===== src/logic/ctgc_consts.svh =====
// Constants for the counter gating and control block
`ifndef CTGC_CONSTS_SVH
`define CTGC_CONSTS_SVH
`define CTGC_ADDR_MODE      12'h000
`define CTGC_ADDR_PRESET    12'h004
`define CTGC_ADDR_CAPTURE   12'h008
`define CTGC_ADDR_COMMAND   12'h00c
`define CTGC_ADDR_STATUS    12'h010
`define CTGC_ADDR_COUNT     12'h014
`define CTGC_MODE_RESET     16'h0800
`define CTGC_BIT_DIR        3
`define CTGC_BIT_BCD        4
`define CTGC_BIT_REPEAT     5
`define CTGC_BIT_RELOAD     6
`define CTGC_BIT_SPECIAL    7
`define CTGC_SRC_LO         8
`define CTGC_SRC_HI         11
`define CTGC_BIT_POL        12
`define CTGC_GATE_LO        13
`define CTGC_GATE_HI        15
`define CTGC_CMD_ARM        0
`define CTGC_CMD_DISARM     1
`define CTGC_CMD_PRESET     2
`define CTGC_CMD_PRESET_ARM 3
`define CTGC_CMD_STEP       4
`define CTGC_CMD_SAVE       5
`endif


===== src/logic/ctgc_pkg.sv =====
// Types for the counter gating and control block
`default_nettype none
package ctgc_pkg;
  typedef enum logic [2:0] {
    CTGC_GATE_NONE  = 3'h0,
    CTGC_GATE_CASC  = 3'h1,
    CTGC_GATE_UPPER = 3'h2,
    CTGC_GATE_LOWER = 3'h3,
    CTGC_GATE_HIGH  = 3'h4,
    CTGC_GATE_LOW   = 3'h5,
    CTGC_GATE_RISE  = 3'h6,
    CTGC_GATE_FALL  = 3'h7
  } ctgc_gating_t;
  typedef enum logic [1:0] {
    CTGC_ST_IDLE  = 2'b00,
    CTGC_ST_RUN   = 2'b01,
    CTGC_ST_TERM  = 2'b11
  } ctgc_state_t;
endpackage : ctgc_pkg
`default_nettype wire

===== src/logic/ctgc_counter.sv =====
// One counter of the timer: source and gate selection, counting, reload and APB registers
`include "ctgc_consts.svh"
`default_nettype none
// Contract
// RL1: Each terminal event reloads counter from preset or capture register.
// RL2: Cycle before terminal event commits; retrigger or preset cannot postpone it.
// RL3: Preset command before terminal forces it; during terminal ends it at once.
// RL4: Terminal event always counts next source edge, even disarmed or gated off.
// RL5: Disarm or stop at terminal takes effect only after terminal ends.
// RL6: Near-terminal reload value makes every count re-enter terminal event.
// RL7: With near-terminal contents, preset or step commands act like source pulse.
// RL8: Direction and BCD bits are independent, combinable with everything.
// RL9: Repeat bit one keeps counting; zero self-disarms after one cycle.
// RL10: Self-disarm still counts the edge that ends the terminal event.
// RL11: Reload bit zero uses preset; one uses gate level or alternation.
// RL12: Retrigger edge saves count to capture; next qualified edge loads preset.
// RL13: Preset or step command after retrigger edge acts as that source edge.
// RL14: With gating, special bit enables retriggering on active gate edges.
// RL15: Without gating, special bit lets gate level choose reload register.
// RL16: Polarity bit selects rising or falling edges of every source.
// RL17: Four-bit field picks one of sixteen count sources.
// RL18: Counter five terminal output cascades into counter one.
// RL19: Gating code zero counts whenever armed; others follow gate configuration.
// RL20: Codes 100/101 own gate level; 010/011 neighbour gates, wrapping.
// RL21: Edge codes start on gate edge, run to terminal; repeat restarts.
// RL22: Code 001 gates with lower counter pulse terminal output.
// RL23: Mode register resets to 0800 hex.
// RL24: Arm commands reset alternation so first reload comes from capture.
// RL25: Code 110 triggers on rising gate edge, 111 on falling.
// RL26: Source and gate inputs are synchronised and edge-detected.
module ctgc_counter #(
  parameter int IDX = 0
) (
  input  wire logic        clk,
  input  wire logic        rst_n,
  input  wire logic        psel,
  input  wire logic        penable,
  input  wire logic        pwrite,
  input  wire logic [11:0] paddr,
  input  wire logic [31:0] pwdata,
  output logic      [31:0] prdata,
  output logic             pready,
  output logic             pslverr,
  input  wire logic [4:0]  freqIn,
  input  wire logic [4:0]  countInputPin,
  input  wire logic [4:0]  gateInputPin,
  input  wire logic        lowerCounterTerminal,
  output logic             terminalEvent,
  output logic             counterOutPin
);
  localparam int UP = (IDX + 1) % 5;
  localparam int DN = (IDX + 4) % 5;

  logic [15:0] modeReg;
  logic [15:0] presetReg;
  logic [15:0] captureReg;
  logic [15:0] countReg;
  logic        armedReg;
  logic        termReg;
  logic        toggleReg;
  logic        commitReg;
  logic        retrigReg;
  logic        altReg;
  logic        edgeRunReg;
  logic        cycleTcReg;
  logic [15:0] syncAReg;
  logic [15:0] syncBReg;
  logic [15:0] syncCReg;
  logic        gateARegs;
  logic        gateBReg;
  logic        gateCReg;

  // Decoded mode fields
  ctgc_pkg::ctgc_gating_t gating;
  logic       dirUp;
  logic       bcd;
  logic       repeatOn;
  logic       reloadSel;
  logic       special;
  logic [3:0] srcSel;
  logic       pol;
  assign gating    = ctgc_pkg::ctgc_gating_t'(modeReg[`CTGC_GATE_HI:`CTGC_GATE_LO]);
  assign dirUp     = modeReg[`CTGC_BIT_DIR];
  assign bcd       = modeReg[`CTGC_BIT_BCD];
  assign repeatOn  = modeReg[`CTGC_BIT_REPEAT];
  assign reloadSel = modeReg[`CTGC_BIT_RELOAD];
  assign special   = modeReg[`CTGC_BIT_SPECIAL];
  assign srcSel    = modeReg[`CTGC_SRC_HI:`CTGC_SRC_LO];
  assign pol       = modeReg[`CTGC_BIT_POL];

  // Two-flop synchronisers on all sixteen raw inputs, third flop for edges [RL26]
  logic [15:0] rawIn;
  assign rawIn = {lowerCounterTerminal, gateInputPin, countInputPin, freqIn};
  always_ff @(posedge clk) begin
    syncAReg <= rawIn;
    syncBReg <= syncAReg;
    syncCReg <= syncBReg;
  end

  // Source mux and polarity; index 15 is the cascade from the lower counter [RL17] [RL18]
  logic srcEdge;
  assign srcEdge = pol ? (syncCReg[srcSel] & ~syncBReg[srcSel])
                       : (~syncCReg[srcSel] & syncBReg[srcSel]); // [RL16]

  // Gate signal selection; neighbours wrap between counters 1 and 5 [RL20] [RL22]
  function automatic logic gate_pick(input logic [2:0] code, input logic [15:0] s);
    case (code)
      3'h1:    gate_pick = s[15];
      3'h2:    gate_pick = s[10 + UP];
      3'h3:    gate_pick = s[10 + DN];
      default: gate_pick = s[10 + IDX];
    endcase
  endfunction : gate_pick
  logic gateNow;
  logic gatePrev;
  always_ff @(posedge clk) begin
    gateARegs <= gate_pick(modeReg[15:13], syncBReg);
    gateBReg  <= gateARegs;
    gateCReg  <= gateBReg;
  end
  assign gateNow  = gateBReg;
  assign gatePrev = gateCReg;

  // Level gating and active-going edge
  logic gateActive;
  logic gateEdge;
  always_comb begin
    case (gating)
      ctgc_pkg::CTGC_GATE_NONE: gateActive = 1'b1;                    // [RL19]
      ctgc_pkg::CTGC_GATE_LOW:  gateActive = ~gateNow;                // [RL20]
      ctgc_pkg::CTGC_GATE_RISE,
      ctgc_pkg::CTGC_GATE_FALL: gateActive = edgeRunReg;              // [RL21]
      default:                  gateActive = gateNow;
    endcase
  end
  assign gateEdge = (gating == ctgc_pkg::CTGC_GATE_LOW || gating == ctgc_pkg::CTGC_GATE_FALL)
                    ? (gatePrev & ~gateNow) : (~gatePrev & gateNow);  // [RL25]

  // APB decode; zero wait states
  logic        wrEn;
  logic [5:0]  cmd;
  assign wrEn = psel & penable & pwrite;
  assign cmd  = (wrEn && paddr == `CTGC_ADDR_COMMAND) ? pwdata[5:0] : 6'h00;
  logic cmdArm;
  logic cmdDisarm;
  logic cmdPreset;
  logic cmdPresetArm;
  logic cmdStep;
  assign cmdArm       = cmd[`CTGC_CMD_ARM];
  assign cmdDisarm    = cmd[`CTGC_CMD_DISARM];
  assign cmdPreset    = cmd[`CTGC_CMD_PRESET];
  assign cmdPresetArm = cmd[`CTGC_CMD_PRESET_ARM];
  assign cmdStep      = cmd[`CTGC_CMD_STEP];

  // Count step in binary or BCD, up or down [RL8]
  function automatic logic [15:0] step_val(input logic [15:0] v, input logic up,
                                            input logic dec);
    logic [15:0] r;
    logic        carry;
    r = v;
    carry = 1'b1;
    if (!dec) begin
      step_val = up ? v + 16'h0001 : v - 16'h0001;
    end else begin
      for (int i = 0; i < 4; i++) begin
        if (carry) begin
          if (up) begin
            r[i*4 +: 4] = (v[i*4 +: 4] == 4'h9) ? 4'h0 : v[i*4 +: 4] + 4'h1;
            carry = (v[i*4 +: 4] == 4'h9);
          end else begin
            r[i*4 +: 4] = (v[i*4 +: 4] == 4'h0) ? 4'h9 : v[i*4 +: 4] - 4'h1;
            carry = (v[i*4 +: 4] == 4'h0);
          end
        end
      end
      step_val = r;
    end
  endfunction : step_val

  // Near-terminal contents: next count reaches the terminal event [RL6]
  logic nearTerm;
  assign nearTerm = dirUp ? (countReg == (bcd ? 16'h9999 : 16'hffff)) : (countReg == 16'h0001);

  // Effective count pulse: qualified edge, forced edge in terminal, or command
  logic qualEdge;
  logic swPulse;
  logic countPulse;
  logic fromCapture;
  logic [15:0] reloadVal;
  assign qualEdge   = srcEdge & ((armedReg & gateActive) | termReg);       // [RL4]
  assign swPulse    = cmdPreset | cmdPresetArm | cmdStep;
  assign countPulse = qualEdge | cmdStep | ((commitReg | termReg) & swPulse); // [RL3] [RL7] [RL13]
  // Reload source selection [RL11] [RL15]
  assign fromCapture = reloadSel & ((gating == ctgc_pkg::CTGC_GATE_NONE && special)
                                      ? gateNow : altReg);
  assign reloadVal   = fromCapture ? captureReg : presetReg;               // [RL1]

  // Mode register, loaded only by software [RL23]
  always_ff @(posedge clk) begin
    if (!rst_n) begin
      modeReg <= `CTGC_MODE_RESET;
    end else if (wrEn && paddr == `CTGC_ADDR_MODE) begin
      modeReg <= pwdata[15:0];
    end
  end

  // Preset register
  always_ff @(posedge clk) begin
    if (!rst_n) begin
      presetReg <= 16'h0000;
    end else if (wrEn && paddr == `CTGC_ADDR_PRESET) begin
      presetReg <= pwdata[15:0];
    end
  end

  // Capture register: software write, save command or retrigger edge [RL12]
  logic retrigOn;
  assign retrigOn = (gating != ctgc_pkg::CTGC_GATE_NONE) & special;         // [RL14]
  always_ff @(posedge clk) begin
    if (!rst_n) begin
      captureReg <= 16'h0000;
    end else if (retrigOn && gateEdge && armedReg) begin
      captureReg <= countReg;                                              // [RL12]
    end else if (cmd[`CTGC_CMD_SAVE]) begin
      captureReg <= countReg;
    end else if (wrEn && paddr == `CTGC_ADDR_CAPTURE) begin
      captureReg <= pwdata[15:0];
    end
  end

  // Retrigger pending: the next qualified edge or command loads preset
  always_ff @(posedge clk) begin
    if (!rst_n) begin
      retrigReg <= 1'b0;
    end else if (retrigOn && gateEdge && armedReg && !commitReg && !termReg) begin
      retrigReg <= 1'b1;                                                   // [RL2]
    end else if (qualEdge || swPulse) begin
      retrigReg <= 1'b0;                                                   // [RL13]
    end
  end

  // Edge-gated run window, opened by the trigger edge, closed after the full cycle
  logic needTwo;
  assign needTwo = reloadSel & ~(gating == ctgc_pkg::CTGC_GATE_NONE && special);
  always_ff @(posedge clk) begin
    if (!rst_n) begin
      edgeRunReg <= 1'b0;
    end else if (gateEdge && armedReg) begin
      edgeRunReg <= 1'b1;                                                  // [RL21]
    end else if (termReg && countPulse && (!needTwo || cycleTcReg)) begin
      edgeRunReg <= 1'b0;
    end
  end

  // Counter value, commitment and terminal state
  always_ff @(posedge clk) begin
    if (!rst_n) begin
      countReg  <= 16'h0000;
      termReg   <= 1'b0;
      commitReg <= 1'b0;
    end else begin
      if (countPulse && (commitReg || (termReg && nearTerm))) begin
        countReg  <= reloadVal;                                            // [RL1] [RL6]
        termReg   <= 1'b1;
        commitReg <= 1'b0;
      end else if (termReg && (countPulse || cmdPreset || cmdPresetArm)) begin
        countReg  <= step_val(countReg, dirUp, bcd);                       // [RL3] [RL4]
        termReg   <= 1'b0;
      end else if ((countPulse && retrigReg) || cmdPreset || cmdPresetArm) begin
        countReg  <= fromCapture && !retrigReg ? captureReg : presetReg;   // [RL12] [RL13]
      end else if (countPulse) begin
        countReg  <= step_val(countReg, dirUp, bcd);
      end
      if (!termReg && !countPulse) begin
        commitReg <= nearTerm & ~retrigReg;                                // [RL2]
      end else if (countPulse && !termReg && !commitReg) begin
        commitReg <= (step_val(countReg, dirUp, bcd) ==
                      (dirUp ? (bcd ? 16'h9999 : 16'hffff) : 16'h0001));
      end
    end
  end

  // Alternation of reload source; arming resets it [RL24]
  always_ff @(posedge clk) begin
    if (!rst_n) begin
      altReg <= 1'b1;
    end else if (cmdArm || cmdPresetArm) begin
      altReg <= 1'b1;
    end else if (countPulse && commitReg) begin
      altReg <= ~altReg;
    end
  end

  // Count of terminal events within one cycle, for self-disarm
  always_ff @(posedge clk) begin
    if (!rst_n) begin
      cycleTcReg <= 1'b0;
    end else if (cmdArm || cmdPresetArm) begin
      cycleTcReg <= 1'b0;
    end else if (termReg && countPulse) begin
      cycleTcReg <= ~cycleTcReg;
    end
  end

  // Arming; disarm held off until terminal ends [RL5] [RL9] [RL10]
  logic pendDisarmReg;
  always_ff @(posedge clk) begin
    if (!rst_n) begin
      armedReg      <= 1'b0;
      pendDisarmReg <= 1'b0;
    end else if (cmdArm || cmdPresetArm) begin
      armedReg      <= 1'b1;
      pendDisarmReg <= 1'b0;
    end else if (termReg) begin
      if (cmdDisarm || (!repeatOn && (!needTwo || cycleTcReg))) begin
        pendDisarmReg <= 1'b1;                                             // [RL5]
      end
      if (countPulse && (pendDisarmReg || cmdDisarm ||
                         (!repeatOn && (!needTwo || cycleTcReg)))) begin
        armedReg      <= 1'b0;                                             // [RL10]
        pendDisarmReg <= 1'b0;
      end
    end else if (cmdDisarm) begin
      armedReg <= 1'b0;
    end
  end

  // Outputs: pulse form and toggled form, toggled on terminal trailing edge
  always_ff @(posedge clk) begin
    if (!rst_n) begin
      toggleReg     <= 1'b0;
      terminalEvent <= 1'b0;
      counterOutPin <= 1'b0;
    end else begin
      if (termReg && countPulse) begin
        toggleReg <= ~toggleReg;                                           // [RL6]
      end
      terminalEvent <= termReg;
      counterOutPin <= toggleReg;
    end
  end

  // APB read data and response
  always_ff @(posedge clk) begin
    if (!rst_n) begin
      prdata  <= 32'h0000_0000;
      pready  <= 1'b0;
      pslverr <= 1'b0;
    end else begin
      pready  <= psel & ~penable;
      pslverr <= psel & ~penable & (paddr > `CTGC_ADDR_COUNT | paddr[1:0] != 2'h0);
      case (paddr)
        `CTGC_ADDR_MODE:    prdata <= {16'h0000, modeReg};
        `CTGC_ADDR_PRESET:  prdata <= {16'h0000, presetReg};
        `CTGC_ADDR_CAPTURE: prdata <= {16'h0000, captureReg};
        `CTGC_ADDR_STATUS:  prdata <= {27'h0, retrigReg, commitReg, toggleReg, termReg, armedReg};
        `CTGC_ADDR_COUNT:   prdata <= {16'h0000, countReg};
        default:            prdata <= 32'h0000_0000;
      endcase
    end
  end
endmodule : ctgc_counter
`default_nettype wire


===== config.mk =====
export PLATFORM = sky130hd
export DESIGN_NAME = ctgc_counter
export DESIGN_NICKNAME = d
export VERILOG_FILES = /design/src/logic/ctgc_pkg.sv /design/src/logic/ctgc_counter.sv
export VERILOG_INCLUDE_DIRS = /design/src /design/src/logic
export SDC_FILE = /design/constraint.sdc
export NUM_CORES = 1
export LEC_CHECK = 0
export BUFFER_PORTS_ARGS = -buffer_cell sky130_fd_sc_hd__buf_4
export CORE_ASPECT_RATIO = 1.75
export CORE_MARGIN = 2
export CORE_UTILIZATION = 45
export CTS_BUF_LIST = sky130_fd_sc_hd__clkbuf_4 sky130_fd_sc_hd__clkbuf_8
export CTS_CLUSTER_DIAMETER = 100
export DETAILED_ROUTE_END_ITERATION = 8
export GPL_TIMING_DRIVEN = 0
export SLEW_MARGIN = 20
export SYNTH_ARGS = -nofsm -noshare
export SYNTH_HDL_FRONTEND = slang
export SYNTH_SLANG_ARGS = --single-unit

===== constraint.sdc =====
create_clock -name clk -period 4.39 [get_ports clk]
set_clock_uncertainty 0.15 [all_clocks]
set_input_delay 1.317 -clock clk [delete_from_list [all_inputs] [get_ports clk]]
set_output_delay 1.317 -clock clk [all_outputs]
set_load 0.01 [all_outputs]

==> impl_results.md, run 1 <==
* Outcome: complete, no violations
* Synth Area in XOR/XNOR at 1.73%
* Hold Vio Cnt, Final at 0
* Data arrival time of the worst path at 4170 ps
* Seq/Total Area, Yosys at 35.5%
* Unique masters post-synth at 80
* Postcts setup bufs at 0
* CP Launch Type: register
* Post-route insts no fill at 1300
* Final GP Congestion at 0.963
* Drt wl/cell at 21.3 um
* Worst-Margin Slew at 932 ps
* First-pass GRT wire length at 42600 um
* I/O pin count at 101
* WS Path Type: reg2reg
* Pre-antenna DRT Iters at 5
* RSZ-0062 raised after global routing: false
* Max Transition Viols Final at 0
* Overflow after GRT at 0
* Mapped Area at 0.00812 mm^2
* Cells after Synth at 954
* Syn. warnings at 0
* R2r endpoint: commitReg
* Die W at 106 um
* Vert. Die Dim at 182 um
* Synth area leaders: dfxtp_1, mux2i_1, nand2_1
* Hold depth at 0
* Synthesized flop and latch total at 144
* Final instance area at 0.00941 mm^2
* Worst slew margin at 37.8%
* Die area at 0.0192 mm^2
* Largest net degree at the start of global routing at 17
* Reg-to-reg setup timing slack at 450 ps
* Gr usage total at 29.2%
* CP most frequent cell: a21oi_1
* Final Critical Period at 3940 ps
* Initial antenna violation count at 0
* R2r worst-path depth at 11
* Worst Setup SP: countReg[0]
* Worst vdd ir at 0.000405 V
* Post-Synth Simple-Gate Area at 19.7%
* Vias in the first global route at 7638
* Starting density of the core at 45.4%
* Setup tns final at 0 ps
* Post-synth EDFFs at 0
* Clock-pin slew on the worst setup and hold paths at 90 ps
* Largest family of logic cells by synthesized area: compound AO/OA/AOI/OAI gates
* CP delay by family, top: compound AO/OA/AOI/OAI gates
* Clock latency on the worst-skew pair at 470 ps
* H-tree lvl count at 4
* Complex-gate fraction of the synthesized area at 20.8%
* Crit-path slowest cell: or4b_1
* Pre-CTS setup slack at 119 ps
* Avg Vias per Cell at 5.90
* Total number of vias at 7676
* Hold Path Origin: syncAReg[5]
* Setup crit end kind: register
* Hold Path Sink: syncBReg[5]
* Cell Chain, Critical Path: clkbuf_1 > inv_1 > ha_1 > or3b_2 > a21oi_1 > buf_2 > a21oi_1 > or4b_1 > o41ai_1 > a41oi_1 > o31ai_1
* Post-synth top area share at 35.5%
* # setup viols final at 0
* Top_reg_cell synth: dfxtp_1
* Delay of the slowest critical-path stage at 580 ps
* TritonCTS clock tree: yes
* Ys async rst share at 0%
* Max Clock Freq at 254 MHz
* Rows at 65
* Nets@finish at 1127
* Post-route ant nets at 0
* Buffers & Inverters on Critical Path at 3
* Cell area after placement at 0.00895 mm^2
* DR DRC count at 0
* Hold WC Path Type: reg2reg
* RR Startpoint: countReg[0]
* Tcrit/Tclk final at 89.7%
* Crit Path Max Fanout at 10
* N_diodes at 0
* Syn Area/Cell at 8.51 um^2
* Max cap viols at 0
* Fraction of layout cells with a size suffix above 1 at 17.6%
* Worst EP required at 4620 ps
* Cts repair resizes at 0
* TritonCTS buffer count at 17
* CTS Root Cell: clkbuf_8
* Area of the core at 0.0179 mm^2
* Fillers at 1790
* Area Growth Syn to Fin at 15.9%
* Mux cell area share after synthesis at 14.1%
* Final worst slack at 451 ps
* Adder-cell share of the synthesized area at 1.51%
* Pwr Density at 282 mW/mm^2
* Initial DRC count at 501
* Yosys top cell by area: dfxtp_1
* IO Port Bufs at 65
* Pleak at 3.58 nW
* Clk sinks at 144
* Clk buf depth at 2
* CTS Hold Bufs at 0
* Placed insts at 1268
* DP HPWL at 21800 um
* Post-Route WL at 27700 um
synth_stat cells, types with 16 or more instances:
cell type and n:
a211oi_1 28, a21oi_1 72, a22oi_1 19, buf_4 18, clkbuf_1 56, dfxtp_1 144, inv_1 16, mux2_2 24
mux2i_1 49, mux4_2 16, nand2_1 124, nand3_1 27, nor2_1 78, nor3_1 18, o21ai_0 21
area by class of cell:
cell class	instances	area, um^2	area share (%)
Buffer	96	465	4.95
Clock buffer	20	269	2.86
Clock inverter	12	181	1.93
Inverter	18	67.6	0.718
Multi-Input combinational cell	711	4760	50.6
Sequential cell	144	2880	30.7
Tap cell	234	293	3.11
Timing Repair Buffer	65	488	5.19
sequential cells by signal, summed over array words and instances (netlist names), 16 cells and up:
signal	cells
captureReg	16
prdata	16
modeReg	16
syncBReg	16
syncCReg	16
syncAReg	16
countReg	16
presetReg	16
worst max-delay path by stage:
stage                         endpoint  cells after the start
final                        commitReg                     11
after CTS                    commitReg                     11
after detailed placement   countReg[9]                      9
after global routing       countReg[9]                      9
after floorplan           countReg[15]                      9
after global placement     countReg[9]                      9
report_power, final:
group	switching, W	internal (W)
clock network	0.000530	0.000658
registers	0.00000831	0.00133
logic	0.0000676	0.0000564
total	0.000606	0.00205
per-layer routing:
layer  up-vias  share of wire [%]  track usage (%)  routed length (um)
met5         -                  0                0                   0
met4         0                6.1             18.6                1690
met3       106                4.0             4.70                1120
met2       275                 56             55.9               15400
met1      3671                 34             28.2                9470
li1       3624                  -                -                   -
logic make-up after synthesis:
logic type / after synthesis
DFF: 144
muxes: 91
AOI/OAI and AO/OA: 242
xor gates and xnor gates: 16
adders and majority gates: 10
and+or+nand+nor: 336
buffers and inverters: 114
other: 1
cell usage in the layout, fill, tap and decap left out, drive strengths merged, types with 15 or more instances in the layout:
master,instances
dfxtp,144
and3,15
inv,19
mux2,26
mux2i,49
a21oi,73
buf,105
nand3,27
conb,16
mux4,16
a211oi,30
nor2,78
a22oi,19
nor3,18
nand2,124
clkbuf,76
o21ai,28
stage by stage:
step           total power [W]  hold WS [ps]  utilization (%)
6_report               0.00265           178             52.6
5_1_grt                0.00273           184             52.6
4_1_cts                0.00267           181             52.6
3_5_place_dp           0.00149           163             50.0
3_3_place_gp           0.00149           160             50.0
2_1_floorplan          0.00143           160                -
Power figures use the tool's default switching activity.
==> run 2, diff against run 1 <==
Settings changed: CTS_BUF_LIST sky130_fd_sc_hd__clkbuf_4 sky130_fd_sc_hd__clkbuf_8 to sky130_fd_sc_hd__clkbuf_8.
==> impl_results.md, run 2 (synthesis gave the netlist of run 1 again) <==
* CTS Hold Bufs at 0 (unchanged)
* N_diodes at 0 (unchanged)
* Overflow after GRT at 0 (unchanged)
* Flop pwr share at 50.7% (+0.2 points)
* Hold Path Sink: syncBReg[5]
* CP delay by family, top: compound AO/OA/AOI/OAI gates
* Area Growth Syn to Fin at 15.8% (about the same)
* Placed insts at 1268 (unchanged)
* IO Port Bufs at 65 (unchanged)
* Pre-antenna DRT Iters at 5 (unchanged)
* DR DRC count at 0 (unchanged)
* Hold Path Origin: syncAReg[5]
* TritonCTS clock tree: yes
* RSZ-0062 raised after global routing: false
* P_int at 0.00204 W (-0.42%)
* Hold WC Path Type: reg2reg
* Met1 Use GR at 28.2% (unchanged)
* Outcome: complete, no violations
* WS Path Type: reg2reg
* Pre-CTS setup slack at 119 ps (unchanged)
* Worst EP required at 4620 ps (about the same)
* Final worst slack at 451 ps (unchanged)
* Delay of the slowest critical-path stage at 580 ps (about the same)
* I/O pin count at 101 (unchanged)
* Initial DRC count at 501 (unchanged)
* Die area at 0.0192 mm^2 (unchanged)
* Worst slew margin at 37.8% (unchanged)
* Clock latency on the worst-skew pair at 470 ps (about the same)
* R2r worst-path depth at 11 (unchanged)
* Pwr Density at 281 mW/mm^2 (-0.28%)
* Cell Chain, Critical Path: clkbuf_1 > inv_1 > ha_1 > or3b_2 > a21oi_1 > buf_2 > a21oi_1 > or4b_1 > o41ai_1 > a41oi_1 > o31ai_1
* Post-route insts no fill at 1300 (unchanged)
* CP Launch Type: register
* Worst-Margin Slew at 932 ps (unchanged)
* Largest net degree at the start of global routing at 17 (unchanged)
* Buffers & Inverters on Critical Path at 3 (unchanged)
* RR Startpoint: countReg[0]
* Post-Route WL at 27700 um (about the same)
* Most Crowded Layer GR: met2
* Avg Vias per Cell at 5.90 (unchanged)
* Comb power frac at 4.7% (about the same)
* Initial antenna violation count at 0 (unchanged)
* CP most frequent cell: a21oi_1
* Hold Vio Cnt, Final at 0 (unchanged)
* Fraction of layout cells with a size suffix above 1 at 17.5% (-0.094 points)
* Commonest non-fill, non-tap cells in the layout: dfxtp_1, nand2_1, buf_4
* Grt met2 use at 55.9% (unchanged)
* H-tree lvl count at 4 (unchanged)
* Hold depth at 0 (unchanged)
* Total number of vias at 7676 (unchanged)
* Worst vdd ir at 0.000405 V (unchanged)
* R2r endpoint: commitReg
* Crit Path Max Fanout at 10 (unchanged)
* Commonest non-fill, non-tap cell in the layout: dfxtp_1
* Vert. Die Dim at 182 um (unchanged)
* TritonCTS buffer count at 17 (unchanged)
* Vias in the first global route at 7638 (unchanged)
* Starting density of the core at 45.4% (unchanged)
* Cell area after placement at 0.00895 mm^2 (unchanged)
* GR met3 Demand/Resource at 4.70% (unchanged)
* CTS Root Cell: clkbuf_8
* Post-route ant nets at 0 (unchanged)
* Max Clock Freq at 254 MHz (unchanged)
* # setup viols final at 0 (unchanged)
* Clk buf depth at 2 (unchanged)
* DP HPWL at 21800 um (unchanged)
* Drt wl/cell at 21.3 um (about the same)
* Tcrit/Tclk final at 89.7% (unchanged)
* Worst Setup SP: countReg[0]
* Postcts setup bufs at 0 (unchanged)
* Final instance area at 0.00940 mm^2 (about the same)
* Crit-path slowest cell: or4b_1
* Clock Power Share at 44.6% (-0.2 points)
* Rows at 65 (unchanged)
* Area of the core at 0.0179 mm^2 (unchanged)
* Gr usage total at 29.2% (unchanged)
* Fillers at 1792 (+0.11%)
* Switch share at 22.9% (+0.076 points)
* Reg-to-reg setup timing slack at 450 ps (about the same)
* Data arrival time of the worst path at 4170 ps (about the same)
* Die W at 106 um (unchanged)
* Clk sinks at 144 (unchanged)
* Setup tns final at 0 ps (unchanged)
* Pleak at 3.59 nW (about the same)
* Max cap viols at 0 (unchanged)
* First-pass GRT wire length at 42600 um (unchanged)
* Setup crit end kind: register
* Nets@finish at 1127 (unchanged)
* Switching pwr at 0.000606 W (about the same)
* Clock-pin slew on the worst setup and hold paths at 90 ps (about the same)
* Cts repair resizes at 0 (unchanged)
* Final Critical Period at 3940 ps (unchanged)
* Final GP Congestion at 0.963 (unchanged)
* Max Transition Viols Final at 0 (unchanged)
==> run 2: cell count changes in the layout (fill, tap and decap cells not counted) <==
cell / previous run / this run
clkbuf_4: 1 / 0
inv_1: 16 / 17
==> run 2: worst max path at each step <==
stage                         endpoint  slack [ps]  cells past startpoint
final                        commitReg         450                     11
after floorplan           countReg[15]         880                      9
after detailed placement   countReg[9]         120                      9
after global placement     countReg[9]          90                      9
after CTS                    commitReg         530                     11
after global routing       countReg[9]         300                      9
==> run 2: final cells by class <==
cell class / instances / area [um^2] / share of cell area, %
inverters: 18 / 67.6 / 0.719
clock inverters: 13 / 185 / 1.97
plain buffers: 96 / 465 / 4.95
clock buffers: 19 / 262 / 2.78
multi-input cells: 711 / 4760 / 50.6
well taps: 234 / 293 / 3.11
repair buffers: 65 / 488 / 5.19
flip-flops and latches: 144 / 2880 / 30.7
==> run 2: routing by layer <==
metal	vias to the layer above	share of wire (%)
li1	3624	-
met1	3671	34
met2	275	56
met3	106	4.0
met4	0	6.1
met5	-	0
==> run 2: stage by stage <==
step | power, W | utilization [%] | hold slack [ps]
after floorplan | 0.00143 | - | 160
after global placement | 0.00149 | 50.0 | 160
after detailed placement | 0.00149 | 50.0 | 163
after CTS | 0.00267 | 52.5 | 181
after global routing | 0.00272 | 52.5 | 184
final | 0.00264 | 52.5 | 178
==> run 2: power by group through the flow <==
stage / logic [W] / registers, W / clock network, W
after detailed placement: 0.000123 / 0.00137 / 0
after CTS: 0.000123 / 0.00134 / 0.00120
after global placement: 0.000123 / 0.00137 / 0
after floorplan: 0.0000609 / 0.00137 / 0
after global routing: 0.000131 / 0.00134 / 0.00125
final: 0.000124 / 0.00134 / 0.00118
==> run 3, diff against run 2 <==
Settings changed: PLACE_DENSITY set to 0.67.
Clock period 4.39 ns to 3.6 ns, I/O delays scaled along.
==> impl_results.md, run 3 (synthesis gave the netlist of run 1 again) <==
* TritonCTS buffer count at 17 (unchanged)
* Worst EP required at 3830 ps (-790 ps)
* Drt wl/cell at 20.6 um (-3.2%)
* Switching pwr at 0.000733 W (+21%)
* Met3 routed WL at 1220 um (+8.7%)
* Met2 wire length at 14300 um (-7.4%)
* CTS Root Cell: clkbuf_8
* CP Launch Type: register
* Post-Route WL at 26800 um (-3.2%)
* Reg area at 0.00288 mm^2 (unchanged)
* Fraction of layout cells with a size suffix above 1 at 18.5% (+0.94 points)
* Pre-antenna DRT Iters at 8 (+3)
* Cell Chain, Critical Path: buf_2 > nand2_1 > nor4_1 > o21ai_1 > or3_1 > o21ai_0 > a21o_1 > a41oi_1 > o31ai_1
* Clk buf depth at 2 (unchanged)
* Vias in the first global route at 7715 (+1.0%)
* Cell area after placement at 0.00895 mm^2 (unchanged)
* Final GP Congestion at 1.00 (+3.9%)
* Setup crit end kind: register
* Area of the multi-input gates at 0.00479 mm^2 (+0.74%)
* Crit Path Max Fanout at 10 (unchanged)
* Commonest non-fill, non-tap cells in the layout: dfxtp_1, nand2_1, buf_4
* Overflow after GRT at 0 (unchanged)
* Commonest non-fill, non-tap cell in the layout: dfxtp_1
* Tcrit/Tclk final at 99.8% (+10 points)
* Pleak at 3.59 nW (about the same)
* Placed insts at 1268 (unchanged)
* Worst slew margin at 43.7% (+5.9 points)
* Max Clock Freq at 278 MHz (+9.6%)
* Max layer used: met4
* CP delay by family, top: simple AND/OR/NAND/NOR gates
* Clock Power Share at 42.5% (-2.1 points)
* H-tree lvl count at 4 (unchanged)
* Worst path depth at 9 (-2)
* Avg Vias per Cell at 5.99 (+1.5%)
* N_diodes at 0 (unchanged)
* # setup viols final at 0 (unchanged)
* Setup tns final at 0 ps (unchanged)
* P_int at 0.00237 W (+16%)
* DR DRC count at 0 (unchanged)
* Area Growth Syn to Fin at 15.9% (about the same)
* Worst hold slack at 179 ps (+0.409 ps)
* Hold depth at 0 (unchanged)
* Delay of the slowest critical-path stage at 730 ps (+150 ps)
* IO Port Bufs at 65 (unchanged)
* Die W at 106 um (unchanged)
* Max Transition Viols Final at 0 (unchanged)
* Cts repair resizes at 6 (+6)
* Hold Vio Cnt, Final at 0 (unchanged)
* Buffers & Inverters on Critical Path at 1 (-2)
* Clk sinks at 144 (unchanged)
* WL met1 at 8920 um (-5.9%)
* Clock-pin slew on the worst setup and hold paths at 90 ps (about the same)
* RSZ-0062 raised after global routing: false
* Outcome: complete, no violations
* Worst vdd ir at 0.000400 V (-1.4%)
* DP HPWL at 21300 um (-2.6%)
* Initial DRC count at 546 (+9.0%)
* Initial antenna violation count at 0 (unchanged)
* CTS Hold Bufs at 0 (unchanged)
* Final Critical Period at 3590 ps (-346 ps)
* Post-route ant nets at 0 (unchanged)
* Largest net degree at the start of global routing at 17 (unchanged)
* Utilization after layout at 52.6% (about the same)
* Total number of vias at 7789 (+1.5%)
* Gr usage total at 28.0% (-1.1 points)
* Starting density of the core at 45.4% (unchanged)
* Pwr Density at 330 mW/mm^2 (+17%)
* Vert. Die Dim at 182 um (unchanged)
* Post-route insts no fill at 1300 (unchanged)
* Clock latency on the worst-skew pair at 470 ps (about the same)
* Final instance area at 0.00941 mm^2 (about the same)
* Die area at 0.0192 mm^2 (unchanged)
* Data arrival time of the worst path at 3820 ps (-350 ps)
* Flop pwr share at 52.6% (+1.9 points)
* I/O pin count at 101 (unchanged)
* Worst-Margin Slew at 843 ps (-88.5 ps)
* Comb power frac at 4.9% (+0.2 points)
* First-pass GRT wire length at 41100 um (-3.5%)
* TritonCTS clock tree: yes
* Area of the core at 0.0179 mm^2 (unchanged)
* Crit-path slowest cell: nor4_1
* WS Path Type: reg2reg
* Switch share at 23.6% (+0.67 points)
* Rows at 65 (unchanged)
* Max cap viols at 0 (unchanged)
* R2r worst-path depth at 9 (-2)
* Postcts setup bufs at 0 (unchanged)
* Hold WC Path Type: reg2reg
* Fillers at 1738 (-3.0%)
* Nets@finish at 1127 (unchanged)
[run 3: final timing paths]
check / from / end / slack (ps)
setup / recovery: modeReg[3] / commitReg / 8
hold / removal: syncAReg[13] / syncBReg[13] / 180
setup reg to reg: modeReg[3] / commitReg / 8
hold reg to reg: syncAReg[13] / syncBReg[13] / 180
[run 3: power groups by stage]
stage	clock network [W]	registers (W)	logic [W]
6_report	0.00132	0.00163	0.000151
4_1_cts	0.00134	0.00163	0.000149
2_1_floorplan	0	0.00167	0.0000743
3_5_place_dp	0	0.00167	0.000149
3_3_place_gp	0	0.00167	0.000148
5_1_grt	0.00139	0.00164	0.000160
[run 3: stage by stage]
step | total power (W) | setup WS, ps
2_1_floorplan | 0.00174 | 331
3_3_place_gp | 0.00182 | -441
3_5_place_dp | 0.00182 | -417
4_1_cts | 0.00312 | 8.80
5_1_grt | 0.00318 | 2.40
6_report | 0.00310 | 7.98
[run 3: area by class of cell]
type | count | area share [%]
inverters | 18 | 0.718
clock inverters | 15 | 1.84
plain buffers | 96 | 5.07
well taps | 234 | 3.11
flip-flops and latches | 144 | 30.6
multi-input cells | 711 | 51.0
repair buffers | 65 | 5.19
clock buffers | 17 | 2.49
[run 3: worst reg2reg max path: stages, from the launching register on]
cell	delay [ps]
dfxtp_1	540
buf_2	300
nand2_1	120
nor4_1	730
o21ai_1	390
or3_1	430
o21ai_0	120
a21o_1	170
a41oi_1	240
o31ai_1	310
[run 3: per-layer routing]
metal  vias to the layer above  GRT usage (%)
met5                         -              0
met4                         0           24.1
met3                       134           3.52
met2                       363           52.6
met1                      3654           26.1
li1                       3638              -
